**config.mk**
```make
export PLATFORM = sky130hd
export DESIGN_NAME = ioir_redir_dev_flat
export DESIGN_NICKNAME = d
export VERILOG_FILES = /design/src/ioir_pkg.sv /design/src/ioir_link_if.sv /design/src/ioir_redir_dev.sv /design/src/flat_wrapper.sv
export VERILOG_INCLUDE_DIRS = /design/src
export SDC_FILE = /design/constraint.sdc
export NUM_CORES = 2
export LEC_CHECK = 0
export BUFFER_PORTS_ARGS = -buffer_cell sky130_fd_sc_hd__buf_2
export CAP_MARGIN = 10
export CORE_ASPECT_RATIO = 0.7
export CORE_UTILIZATION = 40
export CTS_CLUSTER_SIZE = 24
export DETAILED_ROUTE_END_ITERATION = 16
export PLACE_DENSITY_LB_ADDON = 0.05
export SYNTH_ARGS = -nofsm -noshare
export SYNTH_HDL_FRONTEND = slang
export SYNTH_SLANG_ARGS = --single-unit
```
**constraint.sdc**
```tcl
create_clock -name clk_sys -period 4.1 [get_ports clk_sys]
set_input_delay 1.23 -clock clk_sys [delete_from_list [all_inputs] [get_ports clk_sys]]
set_output_delay 1.23 -clock clk_sys [all_outputs]
set_load 0.02 [all_outputs]
```
**src/ioir_defines.svh**
```systemverilog
// Constants shared by both ends of the redirection link
`ifndef IOIR_DEFINES_SVH
`define IOIR_DEFINES_SVH

// ****************************************
// Index map
// ****************************************
`define IOIR_NUM_PINS    24
`define IOIR_IDX_ID      8'h00
`define IOIR_IDX_ARB     8'h02
`define IOIR_IDX_BOOT    8'h03
`define IOIR_IDX_TABLE   8'h10
`define IOIR_IDX_LAST    8'h3F

// ****************************************
// Entry field positions, low word
// ****************************************
`define IOIR_BIT_MASK    16
`define IOIR_BIT_TRIG    15
`define IOIR_BIT_REMOTE_REQUEST_BIT    14
`define IOIR_BIT_POL     13
`define IOIR_BIT_DS      12
`define IOIR_BIT_DLOG    11
`define IOIR_MODE_MSB    10
`define IOIR_MODE_LSB    8
`define IOIR_VEC_MSB     7
`define IOIR_LO_RSV_LSB  17

// ****************************************
// Entry field positions, high word
// ****************************************
`define IOIR_DEST_MSB    31
`define IOIR_DEST_LSB    24
`define IOIR_EXTENDED_DESTINATION_MSB    23
`define IOIR_EXTENDED_DESTINATION_LSB    16
`define IOIR_HI_RSV_MSB  15

// ****************************************
// Identifier fields and reset values
// ****************************************
`define IOIR_ID_MSB      27
`define IOIR_ID_LSB      24
`define IOIR_BOOT_VALUE  32'h0000_0001
`define IOIR_MASK_RESET  1'b1
`define IOIR_VEC_MIN     8'h10
`define IOIR_VEC_MAX     8'hFE

`endif

```
**src/ioir_pkg.sv**
```systemverilog
// Types and index decoding shared by both ends
`include "ioir_defines.svh"
package ioir_pkg;

  typedef enum logic [2:0] {
    IOIR_FIXED  = 3'h0,
    IOIR_LOWEST = 3'h1,
    IOIR_SMI    = 3'h2,
    IOIR_RSV3   = 3'h3,
    IOIR_NMI    = 3'h4,
    IOIR_INIT   = 3'h5,
    IOIR_RSV6   = 3'h6,
    IOIR_EXTERNAL_CONTROLLER_DELIVERY = 3'h7
  } ioir_mode_t;

  typedef enum logic {
    IOIR_ST_SCAN,
    IOIR_ST_WAIT
  } ioir_launch_t;

  typedef struct packed {
    logic [7:0] vector;
    ioir_mode_t mode;
    logic [7:0] dest;
    logic       logical;
    logic [7:0] ext_dest;
    logic       level;
    logic [7:0] pin;
  } ioir_msg_t;

  // True for any index inside the redirection table window
  function automatic logic ioir_entry_hit(input logic [7:0] idx);
    ioir_entry_hit = (idx >= `IOIR_IDX_TABLE) && (idx <= `IOIR_IDX_LAST);
  endfunction : ioir_entry_hit

endpackage : ioir_pkg

```
**src/ioir_link_if.sv**
```systemverilog
// Link between the redirection block and the bus-side agent
`timescale 1ns/1ns
`default_nettype none
interface ioir_link_if;
  import ioir_pkg::*;

  logic            reg_req;
  logic            reg_wr;
  logic [7:0]      reg_index;
  logic [31:0]     reg_wdata;
  logic            reg_ack;
  logic [31:0]     reg_rdata;
  logic            msg_valid;
  ioir_msg_t       msg;
  logic            msg_accept;
  logic            arb_event;
  logic            arb_won;
  logic            interrupt_acknowledge_cycle;

  modport dev (
    input  reg_req, reg_wr, reg_index, reg_wdata, msg_accept, arb_event, arb_won, interrupt_acknowledge_cycle,
    output reg_ack, reg_rdata, msg_valid, msg
  );

  modport far (
    output reg_req, reg_wr, reg_index, reg_wdata, msg_accept, arb_event, arb_won, interrupt_acknowledge_cycle,
    input  reg_ack, reg_rdata, msg_valid, msg
  );
endinterface : ioir_link_if
`default_nettype wire

```
**src/ioir_redir_dev.sv**
```systemverilog
// Redirection table, pin detection and message launcher
`timescale 1ns/1ns
`default_nettype none
`include "ioir_defines.svh"

module ioir_redir_dev
  import ioir_pkg::*;
#(
  parameter int NUM_PINS = `IOIR_NUM_PINS
) (
  // Clock and reset
  input  wire logic        clk_sys,
  input  wire logic        rst_n,
  // Interrupt input pins
  input  wire logic [NUM_PINS-1:0] irq_pins,
  // Acknowledge toward the external legacy controller
  output logic             ext_ack,
  // Link to the bus-side agent
  ioir_link_if.dev         link
);

  // ****************************************
  // Parameter check
  // ****************************************
  if (NUM_PINS < 1 || NUM_PINS > `IOIR_NUM_PINS) begin : g_bad_pins
    $error("NUM_PINS must lie between 1 and 24");
  end

  // ****************************************
  // Storage
  // ****************************************
  logic [NUM_PINS-1:0] sync1_q;
  logic [NUM_PINS-1:0] sync2_q;
  logic [7:0]          vec_q   [NUM_PINS];
  ioir_mode_t          mode_q  [NUM_PINS];
  logic [7:0]          dest_q  [NUM_PINS];
  logic [7:0]          extended_destination_q  [NUM_PINS];
  logic                mask_q  [NUM_PINS];
  logic                trig_q  [NUM_PINS];
  logic                pol_q   [NUM_PINS];
  logic                dlog_q  [NUM_PINS];
  logic                ds_q    [NUM_PINS];
  logic                remote_request_bit_q  [NUM_PINS];
  logic                prev_q  [NUM_PINS];
  logic [3:0]          id_q;
  logic [3:0]          arb_q;
  logic                reg_ack_q;
  logic [31:0]         reg_rdata_q;
  ioir_launch_t        state_q;
  logic [4:0]          scan_q;
  ioir_msg_t           msg_q;
  logic                msg_valid_q;
  logic                external_controller_delivery_q;
  logic                ext_ack_q;

  // ****************************************
  // Index decode
  // ****************************************
  wire logic [6:0]  ent_pin = 7'(link.reg_index[7:1] - 7'(`IOIR_IDX_TABLE >> 1));
  wire logic        ent_ok  = ioir_entry_hit(link.reg_index) && (int'(ent_pin) < NUM_PINS);
  wire logic [4:0]  rp      = ent_pin[4:0];
  wire logic        reg_wr  = link.reg_req & link.reg_wr;
  wire logic        wr_id   = reg_wr & (link.reg_index == `IOIR_IDX_ID);
  wire logic        wr_lo   = reg_wr & ent_ok & ~link.reg_index[0];
  wire logic        wr_hi   = reg_wr & ent_ok & link.reg_index[0];

  // ****************************************
  // Launcher decode
  // ****************************************
  wire logic        done     = (state_q == IOIR_ST_WAIT) & link.msg_accept;
  wire logic        launch   = (state_q == IOIR_ST_SCAN) & ds_q[scan_q];
  wire logic [4:0]  scan_nx  = (scan_q == 5'(NUM_PINS - 1)) ? 5'h00 : 5'(scan_q + 5'h01);
  wire ioir_mode_t  sc_mode  = mode_q[scan_q];
  wire logic        sc_fl    = (sc_mode == IOIR_FIXED) | (sc_mode == IOIR_LOWEST);
  wire logic        sc_novec = (sc_mode == IOIR_NMI) | (sc_mode == IOIR_INIT) | (sc_mode == IOIR_SMI);
  wire logic [7:0]  sc_dest  = dlog_q[scan_q] ? dest_q[scan_q] : {4'h0, dest_q[scan_q][3:0]};
  ioir_msg_t        next_msg;

  assign next_msg.vector   = sc_novec ? 8'h00 : vec_q[scan_q];
  assign next_msg.mode     = sc_mode;
  assign next_msg.dest     = sc_dest;
  assign next_msg.logical  = dlog_q[scan_q];
  assign next_msg.ext_dest = extended_destination_q[scan_q];
  assign next_msg.level    = trig_q[scan_q] & sc_fl;
  assign next_msg.pin      = {3'h0, scan_q};

  // ****************************************
  // Input synchroniser
  // ****************************************
  always_ff @(posedge clk_sys or negedge rst_n) begin
    if (!rst_n) begin
      sync1_q <= '0;
      sync2_q <= '0;
    end else begin
      sync1_q <= irq_pins;
      sync2_q <= sync1_q;
    end
  end

  // ****************************************
  // Per-pin entries and detection
  // ****************************************
  for (genvar g = 0; g < NUM_PINS; g++) begin : g_pin
    wire logic act      = sync2_q[g] ^ pol_q[g];
    wire logic fl       = (mode_q[g] == IOIR_FIXED) | (mode_q[g] == IOIR_LOWEST);
    wire logic ni       = (mode_q[g] == IOIR_NMI) | (mode_q[g] == IOIR_INIT);
    wire logic edge_hit = act & ~prev_q[g];
    // NMI and INIT entries on level keep re-arming, so the scan resends them
    wire logic lvl_hit  = trig_q[g] & act & (fl ? ~remote_request_bit_q[g] : ni);
    // Level fixed/lowest entries ignore edges, or a pin toggle would bypass the remote request
    wire logic set_ds   = ~mask_q[g] & ~ds_q[g] & ((edge_hit & ~(trig_q[g] & fl)) | lvl_hit);
    wire logic clr_ds   = done & (scan_q == 5'(g));
    wire logic set_remote_request_bit = clr_ds & trig_q[g] & fl;
    wire logic sel      = (ent_pin == 7'(g));
    wire logic clr_remote_request_bit = wr_lo & sel & ~link.reg_wdata[`IOIR_BIT_REMOTE_REQUEST_BIT];

    always_ff @(posedge clk_sys or negedge rst_n) begin
      if (!rst_n) begin
        vec_q[g]  <= 8'h00;
        mode_q[g] <= IOIR_FIXED;
        dest_q[g] <= 8'h00;
        extended_destination_q[g] <= 8'h00;
        mask_q[g] <= `IOIR_MASK_RESET;
        trig_q[g] <= 1'b0;
        pol_q[g]  <= 1'b0;
        dlog_q[g] <= 1'b0;
        ds_q[g]   <= 1'b0;
        remote_request_bit_q[g] <= 1'b0;
        prev_q[g] <= 1'b0;
      end else begin
        prev_q[g] <= act;
        ds_q[g]   <= set_ds | (ds_q[g] & ~clr_ds);
        remote_request_bit_q[g] <= set_remote_request_bit | (remote_request_bit_q[g] & ~clr_remote_request_bit);
        if (wr_lo && sel) begin
          vec_q[g]  <= link.reg_wdata[`IOIR_VEC_MSB:0];
          mode_q[g] <= ioir_mode_t'(link.reg_wdata[`IOIR_MODE_MSB:`IOIR_MODE_LSB]);
          dlog_q[g] <= link.reg_wdata[`IOIR_BIT_DLOG];
          pol_q[g]  <= link.reg_wdata[`IOIR_BIT_POL];
          trig_q[g] <= link.reg_wdata[`IOIR_BIT_TRIG];
          mask_q[g] <= link.reg_wdata[`IOIR_BIT_MASK];
        end
        if (wr_hi && sel) begin
          dest_q[g] <= link.reg_wdata[`IOIR_DEST_MSB:`IOIR_DEST_LSB];
          extended_destination_q[g] <= link.reg_wdata[`IOIR_EXTENDED_DESTINATION_MSB:`IOIR_EXTENDED_DESTINATION_LSB];
        end
      end
    end
  end

  // ****************************************
  // Message launcher
  // ****************************************
  // The scan stalls on the pin in flight so the acknowledge clears the right status bit
  always_ff @(posedge clk_sys or negedge rst_n) begin
    if (!rst_n) begin
      state_q     <= IOIR_ST_SCAN;
      scan_q      <= 5'h00;
      msg_q       <= '0;
      msg_valid_q <= 1'b0;
    end else begin
      unique case (state_q)
        IOIR_ST_SCAN: begin
          if (launch) begin
            state_q     <= IOIR_ST_WAIT;
            msg_q       <= next_msg;
            msg_valid_q <= 1'b1;
          end else begin
            scan_q <= scan_nx;
          end
        end
        IOIR_ST_WAIT: begin
          if (link.msg_accept) begin
            state_q     <= IOIR_ST_SCAN;
            msg_valid_q <= 1'b0;
            scan_q      <= scan_nx;
          end
        end
      endcase
    end
  end

  // ****************************************
  // External controller acknowledge
  // ****************************************
  always_ff @(posedge clk_sys or negedge rst_n) begin
    if (!rst_n) begin
      external_controller_delivery_q  <= 1'b0;
      ext_ack_q <= 1'b0;
    end else begin
      ext_ack_q <= link.interrupt_acknowledge_cycle & external_controller_delivery_q;
      if (done && msg_q.mode == IOIR_EXTERNAL_CONTROLLER_DELIVERY) begin
        external_controller_delivery_q <= 1'b1;
      end else if (link.interrupt_acknowledge_cycle) begin
        external_controller_delivery_q <= 1'b0;
      end
    end
  end

  // ****************************************
  // Identifier and arbitration
  // ****************************************
  always_ff @(posedge clk_sys or negedge rst_n) begin
    if (!rst_n) begin
      id_q  <= 4'h0;
      arb_q <= 4'h0;
    end else if (wr_id) begin
      id_q  <= link.reg_wdata[`IOIR_ID_MSB:`IOIR_ID_LSB];
      arb_q <= link.reg_wdata[`IOIR_ID_MSB:`IOIR_ID_LSB];
    end else if (link.arb_event) begin
      // Losers climb one step each round so every agent gets its turn
      arb_q <= link.arb_won ? 4'h0 : 4'(arb_q + 4'h1);
    end
  end

  // ****************************************
  // Register read path
  // ****************************************
  wire logic [31:0] lo_word = {15'h0000, mask_q[rp], trig_q[rp], remote_request_bit_q[rp], pol_q[rp],
                               ds_q[rp], dlog_q[rp], mode_q[rp], vec_q[rp]};
  wire logic [31:0] hi_word = {dest_q[rp], extended_destination_q[rp], 16'h0000};
  wire logic [31:0] id_word = {4'h0, id_q, 24'h00_0000};
  wire logic [31:0] ar_word = {4'h0, arb_q, 24'h00_0000};
  wire logic [31:0] rd_word = ent_ok ? (link.reg_index[0] ? hi_word : lo_word) :
                              (link.reg_index == `IOIR_IDX_ID)   ? id_word :
                              (link.reg_index == `IOIR_IDX_ARB)  ? ar_word :
                              (link.reg_index == `IOIR_IDX_BOOT) ? `IOIR_BOOT_VALUE :
                              32'h0000_0000;

  always_ff @(posedge clk_sys or negedge rst_n) begin
    if (!rst_n) begin
      reg_ack_q   <= 1'b0;
      reg_rdata_q <= 32'h0000_0000;
    end else begin
      reg_ack_q <= link.reg_req;
      if (link.reg_req && !link.reg_wr) begin
        reg_rdata_q <= rd_word;
      end
    end
  end

  assign link.reg_ack   = reg_ack_q;
  assign link.reg_rdata = reg_rdata_q;
  assign link.msg_valid = msg_valid_q;
  assign link.msg       = msg_q;
  assign ext_ack        = ext_ack_q;

endmodule : ioir_redir_dev
`default_nettype wire

```
**src/flat_wrapper.sv**
```systemverilog
// flat-port wrapper written by rule: the top's interface ports become plain ports
module ioir_redir_dev_flat import ioir_pkg::*;
#(
  parameter int NUM_PINS = `IOIR_NUM_PINS
)
  (clk_sys, rst_n, irq_pins, ext_ack, link_reg_req, link_reg_wr, link_reg_index, link_reg_wdata, link_msg_accept, link_arb_event, link_arb_won, link_interrupt_acknowledge_cycle, link_reg_ack, link_reg_rdata, link_msg_valid, link_msg);
  ioir_link_if link_i ();
  input  wire logic clk_sys;
  input  wire logic rst_n;
  input  wire logic [NUM_PINS-1:0] irq_pins;
  output logic ext_ack;
  input wire logic [$bits(link_i.reg_req)-1:0] link_reg_req;
  input wire logic [$bits(link_i.reg_wr)-1:0] link_reg_wr;
  input wire logic [$bits(link_i.reg_index)-1:0] link_reg_index;
  input wire logic [$bits(link_i.reg_wdata)-1:0] link_reg_wdata;
  input wire logic [$bits(link_i.msg_accept)-1:0] link_msg_accept;
  input wire logic [$bits(link_i.arb_event)-1:0] link_arb_event;
  input wire logic [$bits(link_i.arb_won)-1:0] link_arb_won;
  input wire logic [$bits(link_i.interrupt_acknowledge_cycle)-1:0] link_interrupt_acknowledge_cycle;
  output wire logic [$bits(link_i.reg_ack)-1:0] link_reg_ack;
  output wire logic [$bits(link_i.reg_rdata)-1:0] link_reg_rdata;
  output wire logic [$bits(link_i.msg_valid)-1:0] link_msg_valid;
  output wire logic [$bits(link_i.msg)-1:0] link_msg;
  assign link_i.reg_req = link_reg_req;
  assign link_i.reg_wr = link_reg_wr;
  assign link_i.reg_index = link_reg_index;
  assign link_i.reg_wdata = link_reg_wdata;
  assign link_i.msg_accept = link_msg_accept;
  assign link_i.arb_event = link_arb_event;
  assign link_i.arb_won = link_arb_won;
  assign link_i.interrupt_acknowledge_cycle = link_interrupt_acknowledge_cycle;
  assign link_reg_ack = link_i.reg_ack;
  assign link_reg_rdata = link_i.reg_rdata;
  assign link_msg_valid = link_i.msg_valid;
  assign link_msg = link_i.msg;
  ioir_redir_dev #(.NUM_PINS(NUM_PINS)) u_core (.clk_sys(clk_sys), .rst_n(rst_n), .irq_pins(irq_pins), .ext_ack(ext_ack), .link(link_i));
endmodule
```
==> run_results.csv <==
group,metric,value,unit
status,status,"complete, no violations",
logic_synthesis,synthArstFlopShare,1.00,
pwr,p_leak,25.2,nW
floorplanning,num_io_pins,144,
logic_synthesis,synth.distinct_cells,69,
clock_network,clock_tree.buffer_depth,3,
placement,port_buffers,139,
sta,fin_skew,0.0273,ns
clock_network,htreeDepth,3,
pwr,p_seq_frac,0.405,
routing,wl_per_cell,31.2,um
pwr,p_per_area,459,nW/um2
sta,tns,0,ns
logic_synthesis,synth_edf_count,0,
clock_network,postCtsHoldBufs,0,
routing,drc,0,
pwr,clock_power_share,0.383,
sta,fin_crit_sh,0.847,
routing,drt_first_pass_iters,5,
pwr,intPower,0.0173,W
sta,worst_slew_pin_slew,1.23,ns
setup_path,endpoint_kind,"register",
placement,dpl_worst_slack,0.0521,ns
global_routing,track_usage,0.260,
clock_network,post_cts_buffers,0,
logic_synthesis,synth-seq-cells,948,
setup_path,cp.required,4.66,ns
sta,final_hold_viol_count,0,
pwr,power.net_switching,0.00790,W
clock_network,cts_tree,"done",
logic_synthesis,synth.avg_cell_area,14.9,um2
routing,avgViaCountPerCell,6.14,
clock_network,ctsRootBufferMaster,"clkbuf_16",
logic_synthesis,netlist_area,47900,um2
logic_synthesis,synth.cells.most_frequent,"dfrtp_1, mux2_2, mux4_2, nand2_1, clkbuf_1",
setup_path,rr_startpoint,"u_core.scan_q[0]",
pwr,total_power,0.0252,W
routing,drtIter0Drc,2623,
hold_path,hp-class,"reg2reg",
logic_synthesis,netlist_instances,3207,
global_routing,overflow,0,
floorplanning,start_util,0.406,
floorplanning,die_w,415,um
logic_synthesis,synthFlopType,"dfrtp_1",
floorplanning,rows,105,
clock_network,path_clk_slew,0.06,ns
logic_synthesis,synth.most_common_cell,"dfrtp_1",
global_routing,grt_pass1_wl,231,mm
setup_path,cp_max_fo,43,
logic_synthesis,synth.area.top_cells,"dfrtp_1, mux4_2, mux2_2",
sta,drv_slew,0,
floorplanning,die_h,291,um
routing,route.vias.total,30600,
floorplanning,dieArea,121000,um2
sta,fmax,288,MHz
run,drv_cap,0,
routing,drt_wl_total,155,mm
setup_path,startpoint_type,"register",
pwr,sw_frac_of_total,0.314,
floorplanning,core_area,118000,um2
logic_synthesis,netlist.area_leader.share,0.483,
logic_synthesis,yosys_warnings,0,
logic_synthesis,ys_seq_area_frac,0.496,
setup_path,r2r_setup_slack,0.63,ns
logic_synthesis,post-synth-top-area-cell,"dfrtp_1",
placement,dp_hpwl,101,mm
clock_network,cts_resized,0,
sta,relSlewSlack,0.177,
global_routing,grt_max_degree,100,
pwr,vdd_drop_max,0.455,mV
final_layout,fin_util,0.466,
setup_path,crit_type,"reg2reg",
pwr,p_comb_frac,0.213,
placement,gp_congestion,0.854,
clock_network,clk_latency,0.72,ns
setup_path,crit_start,"u_core.scan_q[0]",
sta,fin_ws,0.628,ns
final_layout,nets,3428,
global_routing,grt_pass1_vias,32700,
clock_network,clock-sinks,948,
hold_path,hold_start,"u_core.sync1_q[10]",
final_layout,area_delta_synth_final,14.7,%
sta,rsz0062_at_grt,"false",
sta,min_period,3.47,ns
setup_path,cp.arrival,4.04,ns
routing,antenna_left,0,
clock_network,cts_buffers,100,
global_routing,antenna_found_initial,9,
final_layout,drive_gt1_frac,0.492,
sta,setup_viol,0,
## per-stage QoR
step	std cells	hold slack [ns]	instance area, um2
6_report	4985	0.345	54900
5_1_grt	4985	0.356	54900
3_5_place_dp	4796	0.336	51400
2_1_floorplan	3209	0.331	47900
3_3_place_gp	4796	0.333	51400
4_1_cts	4981	0.349	54900
## flip-flops by register name, indices dropped and copies added (netlist names), 4 cells and up
| name | flops |
|---|---|
| u_core.link.reg_rdata | 32 |
| u_core.arb_q | 4 |
| u_core.dlog_q | 24 |
| u_core.sync1_q | 24 |
| u_core.scan_q | 5 |
| u_core.dest_q | 192 |
| u_core.pol_q | 24 |
| u_core.mode_q | 72 |
| u_core.prev_q | 24 |
| u_core.trig_q | 24 |
| u_core.vec_q | 192 |
| u_core.ds_q | 24 |
| u_core.sync2_q | 24 |
| u_core.id_q | 4 |
| u_core.mask_q | 24 |
| u_core.remote_request_bit_q | 24 |
| u_core.link.msg | 34 |
| u_core.extended_destination_q | 192 |
## routing by layer
metal	vias to the layer above	global-route usage	wire, um	part of all wire
met2	970	0.386	69400	0.45
met3	259	0.0469	8390	0.054
li1	12600	-	-	-
met4	0	0.0787	4420	0.028
met5	-	0	0	0
met1	16800	0.389	73200	0.47
## kinds of logic after synthesis
kind of cell | Yosys count | synth area share
flip-flops | 948 | 0.496
AO/OA/AOI/OAI | 291 | 0.0427
buffers and inverters | 284 | 0.0283
other | 1 | 0.0000783
adder cells (fa/ha/maj) | 8 | 0.00209
AND/OR/NAND/NOR | 398 | 0.0397
XOR/XNOR | 25 | 0.00457
multiplexers | 1252 | 0.386
## power groups by stage
stage | Sequential (W) | Combinational (W) | Clock [W]
2_1_floorplan | 0.0101 | 0.00345 | 0
3_3_place_gp | 0.0103 | 0.00535 | 0
3_5_place_dp | 0.0104 | 0.00539 | 0
4_1_cts | 0.0102 | 0.00540 | 0.00990
5_1_grt | 0.0102 | 0.00568 | 0.0103
6_report | 0.0102 | 0.00535 | 0.00964
## critical path: stages (launching register included)
cell and delay, ns:
dfrtp_4 0.95, buf_4 0.37, mux4_2 0.53, mux2i_1 0.19, o32a_1 0.19, o21ai_0 0.22
nor3b_2 0.68, o41ai_1 0.18
## cell usage in the layout, fill, tap and decap left out, types with 9 or more instances in the layout
| cell | instances |
|---|---|
| clkbuf_16 | 103 |
| o41ai_1 | 11 |
| nand2_1 | 187 |
| nor2_2 | 19 |
| nand3_1 | 11 |
| nor4_1 | 9 |
| nor2_1 | 59 |
| a21oi_1 | 36 |
| a32o_1 | 22 |
| nor3_1 | 14 |
| buf_4 | 98 |
| buf_2 | 134 |
| a2111oi_0 | 9 |
| o21ai_0 | 83 |
| clkinv_2 | 19 |
| xor2_1 | 24 |
| clkbuf_1 | 23 |
| inv_1 | 13 |
| nor2b_1 | 21 |
| a211oi_1 | 33 |
| a22o_1 | 35 |
| dfstp_2 | 24 |
| o31ai_1 | 29 |
| buf_12 | 72 |
| mux4_2 | 390 |
| clkbuf_8 | 22 |
| dfrtp_1 | 920 |
| mux2_2 | 756 |
| mux2i_1 | 95 |
| bufinv_16 | 11 |
| nand2b_1 | 28 |
## cell type report
| cell class | count | area [um2] |
|---|---|---|
| Inverter | 13 | 48.8 |
| Clock inverter | 37 | 498 |
| Tap cell | 1551 | 1940 |
| Fill cell | 10200 | 63100 |
| Multi-Input combinational cell | 1977 | 22800 |
| Timing Repair Buffer | 308 | 2900 |
| Clock buffer | 148 | 2970 |
| Antenna cell | 3 | 7.51 |
| Sequential cell | 948 | 23800 |
## path summary, 6_finish.rpt
check	end	cells after the start
min in group asynchronous	u_core.vec_q[155]	1
hold reg to reg	u_core.sync2_q[10]	0
max in group asynchronous	u_core.vec_q[16]	3
setup reg to reg	u_core.link.msg[31]	7
hold / removal	u_core.sync2_q[10]	0
setup / recovery	u_core.link.msg[31]	7
No activity file was read; power rests on OpenSTA's default activity.
